<file path="src/rtl/scr_pkg.sv">
package scr_pkg;
    localparam int ADDR_W = 10;
    localparam int DATA_W = 16;
    localparam int PC_W = 10;
    localparam int NUM_CORES = 6;
    localparam logic [ADDR_W-1:0] ADDR_PLL = 10'h1a7;
    localparam logic [ADDR_W-1:0] ADDR_BACKUP = 10'h1a8;
    localparam logic [ADDR_W-1:0] ADDR_SPI = 10'h1a9;
    localparam logic [ADDR_W-1:0] ADDR_TR_BEGIN = 10'h1aa;
    localparam logic [ADDR_W-1:0] ADDR_TR_END = 10'h1ab;
    localparam logic [ADDR_W-1:0] ADDR_TR_SETUP = 10'h1ac;
    localparam logic [ADDR_W-1:0] ADDR_LOCK = 10'h1ad;
    localparam logic [ADDR_W-1:0] ADDR_UNLOCK = 10'h1af;
    localparam logic [DATA_W-1:0] UNLOCK_KEY = 16'h1337;
    localparam logic [1:0] PLL_RESET = 2'h1;
    localparam logic [7:0] SPI_RESET = 8'h0a;
    localparam int WD_W = 5;
    localparam int WD_SHIFT = 15;
    localparam int WD_CNT_W = WD_W + WD_SHIFT + 1;
    localparam int PLL_MULT_LO = 12;
    localparam int PLL_MULT_HI = 24;
    localparam logic [7:0] POST_ENDLESS = 8'hff;
    localparam int BK_RET = 1;
    localparam int BK_HOST_EN = 2;
    localparam int BK_CORE_LSB = 3;
    localparam int BK_DRV_OFF = 14;
    localparam int SPI_ERR_EN = 5;
    localparam int SPI_MODE = 6;
    localparam int SPI_FAST = 7;
    localparam int TR_RUN = 15;
    typedef enum logic [1:0] {SCR_W_SYNC, SCR_W_PC} scr_kind_t;
    typedef struct packed {
        scr_kind_t kind;
        logic [PC_W-1:0] value;
    } scr_trace_word_t;
    typedef enum {SCR_IDLE, SCR_SYNC, SCR_TRACE, SCR_POST} scr_trace_state_t;
endpackage

</file>
<file path="src/rtl/scr_fifo.sv">
`timescale 1ns/1ps
module scr_fifo #(
    parameter int WIDTH = 12,
    parameter int DEPTH = 8
) (
    // clock and reset
    input wire logic ref_clk_i,
    input wire logic rst_n_i,
    // fill side
    input wire logic in_valid_i,
    output logic in_ready_o,
    input wire logic [WIDTH-1:0] in_data_i,
    // drain side
    output logic out_valid_o,
    input wire logic out_ready_i,
    output logic [WIDTH-1:0] out_data_o
);
    localparam int AW = $clog2(DEPTH);
    initial begin
        if (DEPTH < 2 || (DEPTH & (DEPTH - 1)) != 0) $error("depth must be a power of two");
    end
    logic [WIDTH-1:0] mem_q [DEPTH];
    logic [AW:0] wp_q;
    logic [AW:0] rp_q;
    logic push;
    logic pop;
    assign in_ready_o = (wp_q - rp_q) != (AW+1)'(DEPTH);
    assign out_valid_o = wp_q != rp_q;
    assign push = in_valid_i && in_ready_o;
    assign pop = out_valid_o && out_ready_i;
    assign out_data_o = mem_q[rp_q[AW-1:0]];
    always_ff @(posedge ref_clk_i) begin
        if (push) begin
            mem_q[wp_q[AW-1:0]] <= in_data_i;
        end
    end
    always_ff @(posedge ref_clk_i or negedge rst_n_i) begin
        if (!rst_n_i) begin
            wp_q <= '0;
            rp_q <= '0;
        end else begin
            if (push) wp_q <= wp_q + 1'b1;
            if (pop) rp_q <= rp_q + 1'b1;
        end
    end
endmodule

</file>
<file path="src/rtl/scr_regs.sv">
`timescale 1ns/1ps
module scr_regs #(
    parameter logic [scr_pkg::PC_W-1:0] SYNC_CODE = 10'h2aa,
    parameter int FIFO_DEPTH = 8
) (
    // clock and reset
    input wire logic ref_clk_i,
    input wire logic rst_n_i,
    input wire logic spi_reset_i,
    // register port
    input wire logic reg_wr_i,
    input wire logic reg_rd_i,
    input wire logic [scr_pkg::ADDR_W-1:0] reg_addr_i,
    input wire logic [scr_pkg::DATA_W-1:0] reg_wdata_i,
    output logic [scr_pkg::DATA_W-1:0] reg_rdata_o,
    // clock manager
    input wire logic ref_missing_i,
    input wire logic cksys_missing_i,
    input wire logic clk_mgr_to_internal_i,
    input wire logic clk_mgr_to_external_i,
    input wire logic monitor_tick_i,
    output logic pll_mult_hi_o,
    output logic [4:0] pll_mult_o,
    output logic pll_spread_en_o,
    output logic return_to_external_ref_o,
    output logic host_clock_irq_o,
    output logic [scr_pkg::NUM_CORES-1:0] core_clock_irq_o,
    output logic clk_ok_gate_o,
    // serial interface control
    input wire logic spi_error_i,
    input wire logic burst_gap_i,
    output logic miso_fast_o,
    output logic burst_mode_b_o,
    output logic spi_error_irq_o,
    output logic burst_timeout_o,
    // trace
    input wire logic [scr_pkg::NUM_CORES-1:0][scr_pkg::PC_W-1:0] core_program_counter_i,
    output logic trace_valid_o,
    input wire logic trace_ready_i,
    output scr_pkg::scr_trace_word_t trace_word_o,
    // locks
    output logic dev_lock_o,
    output logic [2:0] data_ram_tail_lock_o
);
    import scr_pkg::*;
    initial begin
        if (FIFO_DEPTH < 2) $error("fifo depth too small");
    end
    function automatic logic hit(input logic [ADDR_W-1:0] a);
        hit = reg_wr_i && reg_addr_i == a;
    endfunction
    logic [1:0] pll_q;
    logic pll_mult_q;
    logic lost_q;
    logic ret_q;
    logic ret_pulse_q;
    logic host_en_q;
    logic drv_off_q;
    logic [NUM_CORES-1:0] core_en_q;
    logic host_irq_q;
    logic [NUM_CORES-1:0] core_irq_q;
    logic [7:0] spi_q;
    logic [WD_CNT_W-1:0] wd_cnt_q;
    logic [PC_W-1:0] begin_q;
    logic [PC_W-1:0] end_q;
    logic run_q;
    logic [2:0] sel_q;
    logic [7:0] post_len_q;
    logic [7:0] post_cnt_q;
    logic dev_lock_q;
    logic [2:0] ram_lock_q;
    scr_trace_state_t st_q;
    logic clk_evt;
    logic ret_rise;
    logic unlock;
    logic bk_read;
    logic trace_done;
    logic [PC_W-1:0] pc_sel;
    logic push_valid;
    logic push_ready;
    scr_trace_word_t push_word;
    logic [WD_CNT_W-1:0] wd_limit;

    assign unlock = hit(ADDR_UNLOCK) && reg_wdata_i == UNLOCK_KEY;
    assign bk_read = reg_rd_i && reg_addr_i == ADDR_BACKUP;

    always_ff @(posedge ref_clk_i or negedge rst_n_i) begin
        if (!rst_n_i) begin
            pll_q <= PLL_RESET;
        end else if (spi_reset_i) begin
            pll_q <= PLL_RESET;
        end else if (hit(ADDR_PLL) && !dev_lock_q) begin
            pll_q <= reg_wdata_i[1:0];
        end
    end

    always_ff @(posedge ref_clk_i or negedge rst_n_i) begin
        if (!rst_n_i) begin
            pll_mult_q <= PLL_RESET[0];
        end else if (monitor_tick_i) begin
            pll_mult_q <= pll_q[0];
        end
    end
    assign pll_mult_hi_o = pll_mult_q;
    assign pll_mult_o = pll_mult_q ? 5'(PLL_MULT_HI) : 5'(PLL_MULT_LO);
    assign pll_spread_en_o = !pll_q[1];

    assign ret_rise = hit(ADDR_BACKUP) && reg_wdata_i[BK_RET] && !ret_q && lost_q;
    always_ff @(posedge ref_clk_i or negedge rst_n_i) begin
        if (!rst_n_i) begin
            ret_q <= 1'b0;
            ret_pulse_q <= 1'b0;
        end else if (spi_reset_i) begin
            ret_q <= 1'b0;
            ret_pulse_q <= 1'b0;
        end else begin
            ret_pulse_q <= ret_rise;
            if (ret_rise) ret_q <= 1'b1;
            else if (clk_mgr_to_external_i) ret_q <= 1'b0;
        end
    end
    assign return_to_external_ref_o = ret_pulse_q;

    // latched lost flag; set wins over clear
    // cleared only by a completed return or a serial reset
    always_ff @(posedge ref_clk_i or negedge rst_n_i) begin
        if (!rst_n_i) begin
            lost_q <= 1'b0;
        end else if (spi_reset_i) begin
            lost_q <= 1'b0;
        end else if (ref_missing_i) begin
            lost_q <= 1'b1;
        end else if (ret_q && clk_mgr_to_external_i) begin
            lost_q <= 1'b0;
        end
    end

    always_ff @(posedge ref_clk_i or negedge rst_n_i) begin
        if (!rst_n_i) begin
            host_en_q <= 1'b0;
            core_en_q <= '0;
            drv_off_q <= 1'b0;
        end else if (spi_reset_i) begin
            host_en_q <= 1'b0;
            core_en_q <= '0;
            drv_off_q <= 1'b0;
        end else if (hit(ADDR_BACKUP) && !dev_lock_q) begin
            host_en_q <= reg_wdata_i[BK_HOST_EN];
            core_en_q <= reg_wdata_i[BK_CORE_LSB +: NUM_CORES];
            drv_off_q <= reg_wdata_i[BK_DRV_OFF];
        end
    end

    assign clk_evt = clk_mgr_to_internal_i || ret_pulse_q;
    // held until status read; a new event wins
    always_ff @(posedge ref_clk_i or negedge rst_n_i) begin
        if (!rst_n_i) begin
            host_irq_q <= 1'b0;
        end else if (spi_reset_i) begin
            host_irq_q <= 1'b0;
        end else if (clk_evt && host_en_q) begin
            host_irq_q <= 1'b1;
        end else if (bk_read) begin
            host_irq_q <= 1'b0;
        end
    end
    always_ff @(posedge ref_clk_i or negedge rst_n_i) begin
        if (!rst_n_i) begin
            core_irq_q <= '0;
        end else begin
            core_irq_q <= clk_evt ? core_en_q : '0;
        end
    end
    assign host_clock_irq_o = host_irq_q;
    assign core_clock_irq_o = core_irq_q;
    assign clk_ok_gate_o = !(drv_off_q && cksys_missing_i);

    always_ff @(posedge ref_clk_i or negedge rst_n_i) begin
        if (!rst_n_i) begin
            spi_q <= SPI_RESET;
        end else if (spi_reset_i) begin
            spi_q <= SPI_RESET;
        end else if (hit(ADDR_SPI) && !dev_lock_q) begin
            spi_q <= reg_wdata_i[7:0];
        end
    end
    assign miso_fast_o = spi_q[SPI_FAST];
    // burst format; the host keeps the change transfer valid in both modes
    assign burst_mode_b_o = spi_q[SPI_MODE];
    assign spi_error_irq_o = spi_q[SPI_ERR_EN] && spi_error_i;

    assign wd_limit = WD_CNT_W'({1'b0, spi_q[WD_W-1:0]} + 6'd1) << WD_SHIFT;
    always_ff @(posedge ref_clk_i or negedge rst_n_i) begin
        if (!rst_n_i) begin
            wd_cnt_q <= '0;
        end else if (!burst_gap_i || burst_mode_b_o) begin
            wd_cnt_q <= '0;
        end else if (wd_cnt_q != wd_limit) begin
            wd_cnt_q <= wd_cnt_q + 1'b1;
        end
    end
    assign burst_timeout_o = wd_cnt_q == wd_limit;

    always_ff @(posedge ref_clk_i or negedge rst_n_i) begin
        if (!rst_n_i) begin
            dev_lock_q <= 1'b0;
            ram_lock_q <= '0;
        end else if (spi_reset_i || unlock) begin
            dev_lock_q <= 1'b0;
            ram_lock_q <= '0;
        end else if (hit(ADDR_LOCK)) begin
            dev_lock_q <= dev_lock_q || reg_wdata_i[0];
            ram_lock_q <= ram_lock_q | reg_wdata_i[3:1];
        end
    end
    assign dev_lock_o = dev_lock_q;
    assign data_ram_tail_lock_o = ram_lock_q;

    always_ff @(posedge ref_clk_i or negedge rst_n_i) begin
        if (!rst_n_i) begin
            begin_q <= '0;
            end_q <= '0;
            sel_q <= '0;
            post_len_q <= '0;
        end else if (spi_reset_i) begin
            begin_q <= '0;
            end_q <= '0;
            sel_q <= '0;
            post_len_q <= '0;
        end else begin
            if (hit(ADDR_TR_BEGIN)) begin_q <= reg_wdata_i[PC_W-1:0];
            if (hit(ADDR_TR_END)) end_q <= reg_wdata_i[PC_W-1:0];
            if (hit(ADDR_TR_SETUP)) begin
                sel_q <= reg_wdata_i[10:8];
                post_len_q <= reg_wdata_i[7:0];
            end
        end
    end

    // run bit; a write in the finishing cycle wins
    always_ff @(posedge ref_clk_i or negedge rst_n_i) begin
        if (!rst_n_i) begin
            run_q <= 1'b0;
        end else if (spi_reset_i) begin
            run_q <= 1'b0;
        end else if (hit(ADDR_TR_SETUP)) begin
            run_q <= reg_wdata_i[TR_RUN];
        end else if (trace_done) begin
            run_q <= 1'b0;
        end
    end

    // core select; unused codes fall back to the first core
    assign pc_sel = (sel_q < 3'(NUM_CORES)) ? core_program_counter_i[sel_q]
                                            : core_program_counter_i[0];
    assign trace_done = st_q == SCR_POST && post_len_q != POST_ENDLESS
                        && post_cnt_q == '0;

    always_ff @(posedge ref_clk_i or negedge rst_n_i) begin
        if (!rst_n_i) begin
            st_q <= SCR_IDLE;
            post_cnt_q <= '0;
        end else if (!run_q || spi_reset_i) begin
            st_q <= SCR_IDLE;
        end else begin
            case (st_q)
                SCR_IDLE: begin
                    if (pc_sel == begin_q) st_q <= SCR_SYNC;
                end
                SCR_SYNC: begin
                    if (push_ready) st_q <= SCR_TRACE;
                end
                SCR_TRACE: begin
                    if (push_ready && pc_sel == end_q) begin
                        st_q <= SCR_POST;
                        post_cnt_q <= post_len_q;
                    end
                end
                // post length; a full buffer stalls the count
                SCR_POST: begin
                    if (trace_done) st_q <= SCR_IDLE;
                    else if (push_ready && post_len_q != POST_ENDLESS) begin
                        post_cnt_q <= post_cnt_q - 1'b1;
                    end
                end
                default: st_q <= SCR_IDLE;
            endcase
        end
    end

    // stopping drops words not yet pushed; the buffer still drains what it holds
    assign push_valid = run_q && (st_q == SCR_SYNC || st_q == SCR_TRACE
                        || (st_q == SCR_POST && !trace_done));
    assign push_word.kind = (st_q == SCR_SYNC) ? SCR_W_SYNC : SCR_W_PC;
    assign push_word.value = (st_q == SCR_SYNC) ? SYNC_CODE : pc_sel;

    scr_fifo #(.WIDTH($bits(scr_trace_word_t)), .DEPTH(FIFO_DEPTH)) u_fifo (
        .ref_clk_i(ref_clk_i),
        .rst_n_i(rst_n_i),
        .in_valid_i(push_valid),
        .in_ready_o(push_ready),
        .in_data_i(push_word),
        .out_valid_o(trace_valid_o),
        .out_ready_i(trace_ready_i),
        .out_data_o(trace_word_o)
    );

    // read mux; registered data, unmapped reads zero
    always_ff @(posedge ref_clk_i or negedge rst_n_i) begin
        if (!rst_n_i) begin
            reg_rdata_o <= '0;
        end else if (reg_rd_i) begin
            if (reg_addr_i == ADDR_PLL) reg_rdata_o <= {14'h0000, pll_q};
            else if (reg_addr_i == ADDR_BACKUP) begin
                reg_rdata_o <= {1'b0, drv_off_q, 5'h00, core_en_q, host_en_q, ret_q, lost_q};
            end else if (reg_addr_i == ADDR_SPI) reg_rdata_o <= {8'h00, spi_q};
            else if (reg_addr_i == ADDR_TR_BEGIN) reg_rdata_o <= {6'h00, begin_q};
            else if (reg_addr_i == ADDR_TR_END) reg_rdata_o <= {6'h00, end_q};
            else if (reg_addr_i == ADDR_TR_SETUP) begin
                reg_rdata_o <= {run_q, 4'h0, sel_q, post_len_q};
            end else if (reg_addr_i == ADDR_LOCK) reg_rdata_o <= {12'h000, ram_lock_q, dev_lock_q};
            else reg_rdata_o <= '0;
        end
    end
endmodule

</file>
<file path="config.mk">
export PLATFORM = sky130hd
export DESIGN_NAME = scr_regs
export DESIGN_NICKNAME = d
export VERILOG_FILES = /design/src/rtl/scr_pkg.sv /design/src/rtl/scr_fifo.sv /design/src/rtl/scr_regs.sv
export SDC_FILE = /design/constraint.sdc
export NUM_CORES = 1
export LEC_CHECK = 0
export BUFFER_PORTS_ARGS = -buffer_cell sky130_fd_sc_hd__buf_2
export CAP_MARGIN = 20
export CORE_MARGIN = 5
export CORE_UTILIZATION = 40
export DETAILED_ROUTE_END_ITERATION = 10
export HOLD_SLACK_MARGIN = 0.15
export PLACE_DENSITY = 0.7
export SLEW_MARGIN = 0
export SYNTH_ARGS = -nofsm -noshare
export SYNTH_HDL_FRONTEND = slang
export SYNTH_SLANG_ARGS = --single-unit
</file>
<file path="constraint.sdc">
create_clock -name ref_clk_i -period 6 [get_ports ref_clk_i]
set_input_delay 1.2 -clock ref_clk_i [delete_from_list [all_inputs] [get_ports ref_clk_i]]
set_output_delay 1.2 -clock ref_clk_i [all_outputs]
set_load 0.01 [all_outputs]
</file>
# Word-level counts from Yosys, hierarchy flattened
# Memories as Yosys holds them, arrays and structs flattened.
# Cells that the tools add are included.
[word_totals] reg_bits=150 mem_bits_rw=88 input_bits=99 out_inout_bits=53 mem_count=1
[classes] addsub=6 n_lt_le_gt_ge=2 eq_ne=29 mux=63 bitwise_logic=2 reduce_logical=59
[memory_table] memory="u_fifo.mem_q" words=8 width=11 rd=1 rd_ports_with_merged_regs=0 write_ports=1 line_no="scr_fifo.sv:22" text="logic [WIDTH-1:0] mem_q [DEPTH];"
[op_table] cell="$mux 32" n=5
[op_table] cell="$pmux 32 s4" n=1
[op_table] cell="$eq 32x2->1 const B" n=3
[op_table] cell="$mux 16" n=6
[op_table] cell="$eq 10x9->1 const B" n=8
[op_table] cell="$mux 10" n=7
[op_table] cell="$eq 32x3->1 const B" n=2
[op_table] cell="$mux 8" n=7
[op_table] cell="$mux 21" n=2
[op_table] cell="$eq 32x1->1 const B" n=1
[op_table] cell="$logic_not 32->1" n=1
[op_table] cell="$bmux 10 s3" n=1
[op_table] cell="$logic_and 1x1->1" n=28
[op_table] cell="$mux 1" n=22
[op_table] cell="$add 21x1->21 const B" n=1
[op_table] cell="$eq 21x21->1" n=1
[op_table] cell="$ne 21x21->1" n=1
[op_table] cell="$eq 10x10->1" n=2
[op_table] cell="$mux 6" n=3
[op_table] cell="$reduce_bool 2->1" n=9
[op_table] cell="$eq 16x13->1 const B" n=1
[op_table] cell="$pmux 8 s2" n=1
[op_table] cell="$mux 3" n=4
[op_table] cell="$ne 3x3->1 const B" n=4
[op_table] cell="21 further kinds" n=40

# Longest topological paths before layout
# Gate-level depths: netlist (run 1).
[depth] word_depth=10 ltp_mapped=12 depth_no_buf=10

# Modules after synthesis
# Synthesis (run 1) repeated with hierarchy kept, for this count alone.
[hier_totals] hier_cells=953 hier_area_um2=10740.3
[by_module_without_submodules] module="scr_regs" instances=1 cells_each=729 area_per_inst_um2=6565.0
[by_module_without_submodules] module="scr_fifo" instances=1 cells_each=224 area_per_inst_um2=4175.3

# Worst setup path before layout (run 1)
# Ideal clock, no wire load.
[synth_path] kind="flip-flop to flip-flop" startpoint="reg u_fifo.rp_q[1]" endpoint="mem u_fifo.mem_q[0][0] (netlist bit) (enable)" setup_time_ns=0.393 t_arrival_ns=3.268 slack_ns=2.339 path_stages_with_launch=11 path_buffers=2 path_cell_list="dfrtp_1 > clkbuf_1 > clkbuf_1 > inv_1 > ha_1 > a21o_1 > and3b_1 > o211ai_1 > nand3_1 > or2_2 > nor3_1"
[synth_between] elab_chain_cells=5
[synth_lines] item="start, declared" line_no="scr_fifo.sv:24" text="logic [AW:0] rp_q;"
[synth_lines] item="start signal, assigned" line_no="scr_fifo.sv:43" text="if (pop) rp_q <= rp_q + 1'b1;"
[synth_lines] item="$sub 4x4->4" line_no="scr_fifo.sv:27" text="assign in_ready_o = (wp_q - rp_q) != (AW+1)'(DEPTH);"
[synth_lines] item="$ne 4x4->1" line_no="scr_fifo.sv:27"
[synth_lines] item="$logic_and 1x1->1" line_no="scr_fifo.sv:29" text="assign push = in_valid_i && in_ready_o;"
[synth_lines] item="$mux 1" line_no="scr_fifo.sv:33" text="if (push) begin"
[synth_lines] item="$mux 1 (implied by the code)" line_no="scr_fifo.sv:34" text="mem_q[wp_q[AW-1:0]] <= in_data_i;"
[synth_lines] item="end, declared" line_no="scr_fifo.sv:22"
# Every way passes these cells.

# Worst setup path after layout (run 1)
[layout_path] startpoint="reg u_fifo.rp_q[2]" endpoint="mem u_fifo.mem_q[3][7] (netlist bit) (enable)"
# Same word-level chain as after synthesis.

==> qor.log, run 1 <==
[finish] ratio of cells with drive above 1 in the final layout 22.69%
[global_route] largest net degree at the start of global routing 71
[clocking] CTS clk-pin slew, worst paths 0.06 ns
[clocking] clock sink total 205
[global_route] global router's overall resource usage 18.18%
[finish] Sequential cell area 0.005577 sq mm
[clocking] Bufs on Longest Clock Path 3
[power_and_ir_drop] total power 3.005 mW
[detailed_routing] max layer used met4
[hold_path] worst hold path cell count 2
[hold_path] worst min-delay path endpoint pll_mult_hi_o$_DFFE_PN1P_
[synthesis] number of enable flip-flop cells after synthesis 88
[finish] number of fillers in the final layout 2268
[clocking] number of post-CTS setup repair buffers 0
[finish] Layout Utilization 47.59%
[power_and_ir_drop] standby leakage power 4.886 nW
[hold_path] source of the worst hold timing path pll_q[0]$_DFFE_PN1P_
[worst_setup_path] R2R Path Start u_fifo.rp_q[2]$_DFFE_PN0P_
[timing] final setup violation count 0
[global_route] first-pass GRT wire length 42210 um
[die] Die X 170.6 um
[worst_setup_path] endpoint kind of the worst setup timing path register
[detailed_routing] first-pass iteration count of the detailed router 5
[timing] part of the cycle the worst path needs 63.85%
[synthesis] area share of the largest cell type after synthesis 27.39%
[worst_setup_path] critical path startpoint category register
[timing] final worst-path setup slack 2.169 ns
[timing] number of slew-limit violations in the final report 0
[die] Die ar. 0.02912 sq mm
[die] number of rows in the core area 58
[clocking] total clock buffers created by CTS 23
[placement] setup slack after placement 2.172 ns
[worst_setup_path] slowest stage cell, crit path sky130_fd_sc_hd__nor2_1
[timing] setup tns final 0 ns
[detailed_routing] iteration-0 DRC count of the detailed router 599
[timing] worst slack on hold paths 0.4955 ns
[worst_setup_path] reg2reg setup slack 2.17 ns
[worst_setup_path] required time of the critical path 6.12 ns
[placement] final HPWL from detailed placement 18930 um
[finish] Final Instance Area 0.01205 sq mm
[detailed_routing] Residual DRC 0
[detailed_routing] Total Routed Length 26890 um
[power_and_ir_drop] total power density per cell area 249.3 mW/mm^2
[timing] RSZ-0062 raised after global routing no
[worst_setup_path] worst stage delay on the critical path 0.79 ns
[die] number of top-level pins 152
[synthesis] distinct cell type count after synthesis 66
[die] Starting Density 40.76%
[finish] post-layout instance count excluding filler cells 1401
[placement] input/output buffers 144
[die] core region area 0.02533 sq mm
[clocking] cts hold-fix bufs 0
[detailed_routing] amount of wire on met2 after detailed routing 13200 um
[global_route] antenna violations before repair 0
[synthesis] top cells by count, synth sky130_fd_sc_hd__dfrtp_1, sky130_fd_sc_hd__nand2_1, sky130_fd_sc_hd__edfxtp_1
[synthesis] mapped cell area 0.01032 sq mm
[flow_run] maximum capacitance violations 0
[timing] largest clock skew in the final design 0.008222 ns
[placement] global placement routability congestion 0.8513
[timing] Fmax achieved 0.2610 GHz
[global_route] Congestion Overflow GR 0
[synthesis] Cells after Synth 926
[synthesis] leading cell type by number of instances after synthesis sky130_fd_sc_hd__dfrtp_1
[finish] Area growth, synth to finish 16.76%
[clocking] insertion delay to the later sink of the worst-skew pair 0.51 ns
[worst_setup_path] crit path max fanout 14
[worst_setup_path] WP data arrival 3.96 ns
[detailed_routing] final antenna-violating net count 0
[hold_path] class of the worst hold path reg2reg
[clocking] Clock Tree Root sky130_fd_sc_hd__clkbuf_16
[synthesis] Top FF cell, synth sky130_fd_sc_hd__dfrtp_1
[detailed_routing] drt wl/cell 19.19 um
[placement] Cell Count Post-Placement 1358
[worst_setup_path] endpoint of the lowest-slack register-to-register path u_fifo.mem_q[3][7]$_DFFE_PP_
[timing] shortest clock period the worst path allows after layout 3.831 ns
[run_status] outcome complete, no violations
[synthesis] share of synthesized area occupied by flip-flops and latches 54.01%
[clocking] H-tree depth 1
[clocking] cts repair resizes 0
[detailed_routing] sum of routed wire segments on met1 11140 um
[timing] Slew headroom 31.23%
[timing] worst-margin pin slew 1.028 ns
[finish] area used by multi-input combinational logic 0.004394 sq mm
[detailed_routing] sum of met3 wire segment lengths after detailed routing 2036 um
[synthesis] warnings from Yosys 0
[worst_setup_path] number of cells traversed by the worst register-to-register path 7
[die] die outline height 170.6 um
[timing] endpoints failing hold 0
[synthesis] syn_area_per_cell 11.15 sq um
[clocking] CTS tree yes
[detailed_routing] vias post-DR 7712
[synthesis] leading cell types by total area after synthesis sky130_fd_sc_hd__dfrtp_1, sky130_fd_sc_hd__edfxtp_1, sky130_fd_sc_hd__mux4_2
[global_route] vias in the first global route 7653
[worst_setup_path] cell breakdown of the critical path inv_1 > ha_1 > and3b_1 > o211ai_1 > nand3_1 > or2_2 > nor2_1
[finish] number of nets in the layout 1167
[synthesis] cell taking the most area after synthesis sky130_fd_sc_hd__dfrtp_1
[placement] cell area after placement 0.01130 sq mm
[detailed_routing] Avg Vias per Cell 5.505
[synthesis] #FFs+latches synth 205
[power_and_ir_drop] Max VDD drop 219.2 uV
[synthesis] share of flip-flops with an asynchronous set or reset 57.07%
[finish] antenna cell count 0
[worst_setup_path] crit path kind reg2reg
==> worst max-delay path: cells and delay by family, from the launching register on <==
kind / cells / cell delay [ns]
AND/OR/NAND/NOR: 4 / 1.55
flip-flops: 1 / 0.67
adder cells (fa/ha/maj): 1 / 0.43
buffers and inverters: 1 / 0.38
AO/OA/AOI/OAI: 1 / 0.41
==> where the power goes <==
part | leakage (nW) | internal, mW | switching, mW | total [mW]
sequential | 2.41 | 1.47 | 0.00502 | 1.48
clock | 0.370 | 0.821 | 0.546 | 1.37
combinational | 2.11 | 0.0605 | 0.101 | 0.161
total | 4.89 | 2.35 | 0.652 | 3.01
==> cell type report <==
| class | instances | share of cell area (%) |
|---|---|---|
| flip-flops and latches | 205 | 46.27 |
| repair buffers | 156 | 6.779 |
| clock inverters | 8 | 0.5502 |
| inverters | 29 | 0.9031 |
| clock buffers | 34 | 5.616 |
| well taps | 330 | 3.426 |
| multi-input cells | 639 | 36.46 |
==> cells by family after synthesis <==
family | share of synthesized area (%)
mux | 11.28
flops | 54.01
xor+xnor | 4.146
compound gates | 9.273
simple gates | 15.82
fa+ha+maj | 1.697
other cells | 0.07275
buf+inv | 3.697
==> per-layer routing <==
metal / global-route usage, % / vias up
met5: 0 / -
met4: 3.924 / 0
met3: 3.535 / 40
met2: 30.66 / 299
met1: 24.61 / 3784
li1: - / 3589
==> layout by cell type (no fill, tap or decap), types with 8 or more instances in the layout <==
cell type	instances
sky130_fd_sc_hd__mux4_2	24
sky130_fd_sc_hd__nor2_1	85
sky130_fd_sc_hd__mux2_2	8
sky130_fd_sc_hd__ha_1	14
sky130_fd_sc_hd__mux2i_1	47
sky130_fd_sc_hd__nand2_1	105
sky130_fd_sc_hd__nand4_1	16
sky130_fd_sc_hd__edfxtp_1	88
sky130_fd_sc_hd__nor4_1	8
sky130_fd_sc_hd__o21ai_0	37
sky130_fd_sc_hd__o211ai_1	8
sky130_fd_sc_hd__buf_4	12
sky130_fd_sc_hd__xnor2_1	26
sky130_fd_sc_hd__dfrtp_1	112
sky130_fd_sc_hd__nor3b_1	8
sky130_fd_sc_hd__clkbuf_16	23
sky130_fd_sc_hd__a2bb2oi_1	8
sky130_fd_sc_hd__buf_2	143
sky130_fd_sc_hd__a21oi_1	46
sky130_fd_sc_hd__nand2b_1	16
sky130_fd_sc_hd__xor2_1	21
sky130_fd_sc_hd__inv_1	28
sky130_fd_sc_hd__nand3_1	43
sky130_fd_sc_hd__and2_1	10
sky130_fd_sc_hd__nor2b_1	12
==> sequential cells by signal, indices dropped and copies added (netlist names), 8 cells and up <==
register and flops:
begin_q 10, end_q 10, post_cnt_q 8, post_len_q 8, reg_rdata_o 13, spi_q 8, u_fifo.mem_q 88, wd_cnt_q 21
==> how the worst max path moves through the flow <==
stage                                        end                       start  slack, ns
CTS                 u_fifo.mem_q[3][8]$_DFFE_PP_  u_fifo.rp_q[2]$_DFFE_PN0P_       2.16
finish              u_fifo.mem_q[3][7]$_DFFE_PP_  u_fifo.rp_q[2]$_DFFE_PN0P_       2.17
global placement    u_fifo.mem_q[3][7]$_DFFE_PP_  u_fifo.rp_q[2]$_DFFE_PN0P_       2.32
detailed placement  u_fifo.mem_q[3][7]$_DFFE_PP_  u_fifo.rp_q[2]$_DFFE_PN0P_       2.17
floorplan           u_fifo.mem_q[0][0]$_DFFE_PP_  u_fifo.rp_q[1]$_DFFE_PN0P_       2.34
global route        u_fifo.mem_q[3][7]$_DFFE_PP_  u_fifo.rp_q[2]$_DFFE_PN0P_       1.83
(Power assumes the default switching activity.)
==> run 2: changes to the inputs <==
--- a/config.mk
+++ b/config.mk
@@ -11,7 +11,7 @@
 export CORE_UTILIZATION = 40
 export DETAILED_ROUTE_END_ITERATION = 10
 export HOLD_SLACK_MARGIN = 0.15
-export PLACE_DENSITY = 0.7
+export PLACE_DENSITY = 0.73
 export SLEW_MARGIN = 0
 export SYNTH_ARGS = -nofsm -noshare
 export SYNTH_HDL_FRONTEND = slang
==> constraint.sdc (replaced) <==
create_clock -name ref_clk_i -period 3.3 [get_ports ref_clk_i]
set_input_delay 0.66 -clock ref_clk_i [delete_from_list [all_inputs] [get_ports ref_clk_i]]
set_output_delay 0.66 -clock ref_clk_i [all_outputs]
set_load 0.01 [all_outputs]
==> run 2 against run 1 <==
  * Hold slack got worse by 0.27 ns
  * Sequential cell count unchanged
  * Clock power up 87%
  * Sequential power rose by 81%
  * Total power grew 84%
  * Combinational power up 83%
  * Worst setup slack got worse by 1.9 ns
  * Clock skew up 0.0046 ns
==> qor.log, run 2 (same netlist as run 1, synthesis figures left out) <==
[global_route] vias in the first global route 7619
[die] die outline height 170.6 um
[clocking] cts repair resizes 0
[clocking] number of post-CTS setup repair buffers 0
[timing] RSZ-0062 raised after global routing no
[hold_path] class of the worst hold path in2async
[timing] part of the cycle the worst path needs 91.21%
[global_route] Congestion Overflow GR 0
[clocking] Clock Tree Root sky130_fd_sc_hd__clkbuf_16
[clocking] CTS tree yes
[detailed_routing] vias post-DR 7752
[clocking] Bufs on Longest Clock Path 3
[detailed_routing] Avg Vias per Cell 5.467
[detailed_routing] final antenna-violating net count 0
[finish] number of fillers in the final layout 2294
[timing] largest clock skew in the final design 0.01285 ns
[finish] commonest cells after routing, fill and taps aside sky130_fd_sc_hd__buf_2, sky130_fd_sc_hd__dfrtp_1, sky130_fd_sc_hd__nand2_1
[power_and_ir_drop] standby leakage power 4.981 nW
[die] number of rows in the core area 58
[timing] shortest clock period the worst path allows after layout 3.010 ns
[die] Starting Density 40.76%
[clocking] total clock buffers created by CTS 23
[finish] ratio of cells with drive above 1 in the final layout 23.92%
[timing] final setup violation count 0
[global_route] global router's overall resource usage 17.94%
[global_route] first-pass GRT wire length 41630 um
[clocking] H-tree depth 1
[placement] cell area after placement 0.01144 sq mm
[clocking] CTS clk-pin slew, worst paths 0.06 ns
[worst_setup_path] crit path max fanout 18
[detailed_routing] Residual DRC 0
[global_route] largest net degree at the start of global routing 61
[clocking] clock sink total 205
[timing] endpoints failing hold 0
[flow_run] maximum capacitance violations 0
[finish] Sequential cell area 0.005577 sq mm
[timing] Fmax achieved 0.3322 GHz
[finish] Area growth, synth to finish 18.27%
[placement] Cell Count Post-Placement 1375
[die] Die ar. 0.02912 sq mm
[placement] global placement routability congestion 0.8562
[finish] Largest register FFs 88
[detailed_routing] max layer used met4
[global_route] antenna violations before repair 1
[timing] Slew headroom 35.19%
[power_and_ir_drop] Max VDD drop 304.4 uV
[clocking] insertion delay to the later sink of the worst-skew pair 0.51 ns
[timing] setup tns final 0 ns
[worst_setup_path] endpoint kind of the worst setup timing path register
[finish] Final Instance Area 0.01221 sq mm
[die] core region area 0.02533 sq mm
[finish] most common library cell in the layout ignoring fill and taps sky130_fd_sc_hd__buf_2
[power_and_ir_drop] total power 5.542 mW
[timing] worst-margin pin slew 0.9669 ns
[finish] Layout Utilization 48.20%
[finish] number of nets in the layout 1183
[placement] input/output buffers 144
[worst_setup_path] critical path startpoint category register
[placement] final HPWL from detailed placement 19070 um
[worst_setup_path] crit path kind reg2reg
[worst_setup_path] WP data arrival 3.40 ns
[detailed_routing] drt wl/cell 18.90 um
[die] Die X 170.6 um
[detailed_routing] first-pass iteration count of the detailed router 5
[finish] area used by multi-input combinational logic 0.004399 sq mm
[detailed_routing] sum of met3 wire segment lengths after detailed routing 1897 um
[die] number of top-level pins 152
[power_and_ir_drop] total power density per cell area 454.0 mW/mm^2
[timing] number of slew-limit violations in the final report 0
[detailed_routing] sum of routed wire segments on met1 11070 um
[detailed_routing] amount of wire on met2 after detailed routing 13110 um
[worst_setup_path] required time of the critical path 3.69 ns
[detailed_routing] Total Routed Length 26800 um
[run_status] outcome complete, no violations
[clocking] cts hold-fix bufs 0
[detailed_routing] iteration-0 DRC count of the detailed router 636
[finish] post-layout instance count excluding filler cells 1418
-- run 2: final cells by class --
| cell class | count | share of cell area, % |
|---|---|---|
| flip-flops and latches | 205 | 45.68 |
| inverters | 29 | 0.8917 |
| clock buffers | 32 | 5.360 |
| repair buffers | 172 | 7.748 |
| multi-input cells | 639 | 36.04 |
| clock inverters | 10 | 0.8814 |
| well taps | 330 | 3.382 |
| diodes | 1 | 0.02050 |
-- run 2: layer usage --
layer / vias to the layer above / track usage, %
met3: 50 / 3.489
met4: 0 / 5.243
met2: 283 / 29.64
li1: 3616 / -
met1: 3803 / 24.23
met5: - / 0
-- run 2: final timing paths --
path	depth (start not counted)	from	end	slack, ns
min	1	rst_n_i	wd_cnt_q[2]$_DFFE_PN0P_	0.23
min in group ref_clk_i	2	monitor_tick_i	pll_mult_hi_o$_DFFE_PN1P_	0.31
max	8	sel_q[0]$_DFFE_PN0P_	post_cnt_q[4]$_DFFE_PN0P_	0.29
max reg2reg	8	sel_q[0]$_DFFE_PN0P_	post_cnt_q[4]$_DFFE_PN0P_	0.29
min reg2reg	2	pll_q[0]$_DFFE_PN1P_	pll_mult_hi_o$_DFFE_PN1P_	0.49
max in group asynchronous	2	rst_n_i	spi_q[1]$_DFFE_PN1P_	2.22
-- run 2: through the flow --
| stage | setup slack, ns | hold slack, ns |
|---|---|---|
| 2_1_floorplan | -0.06435 | 0.3644 |
| 3_3_place_gp | 0.3594 | 0.4754 |
| 3_5_place_dp | 0.3039 | 0.4829 |
| 4_1_cts | 0.2695 | 0.2493 |
| 5_1_grt | 0.04635 | 0.2941 |
| 6_report | 0.2900 | 0.2290 |
-- run 2: worst max-delay path: stages, from the launching register on --
cell	delay, ns
sky130_fd_sc_hd__dfrtp_2	0.70
sky130_fd_sc_hd__mux2_2	0.40
sky130_fd_sc_hd__o211ai_1	0.15
sky130_fd_sc_hd__o221ai_1	0.29
sky130_fd_sc_hd__xnor2_1	0.30
sky130_fd_sc_hd__nand4_2	0.16
sky130_fd_sc_hd__o31ai_4	0.45
sky130_fd_sc_hd__nand2_1	0.16
sky130_fd_sc_hd__o22a_1	0.25
-- run 2: report_power, final --
| group | switching, mW | internal [mW] | leakage [nW] | total [mW] |
|---|---|---|---|---|
| combinational | 0.180 | 0.113 | 2.20 | 0.294 |
| sequential | 0.00971 | 2.67 | 2.41 | 2.68 |
| clock | 1.02 | 1.55 | 0.373 | 2.56 |
| total | 1.21 | 4.33 | 4.98 | 5.54 |
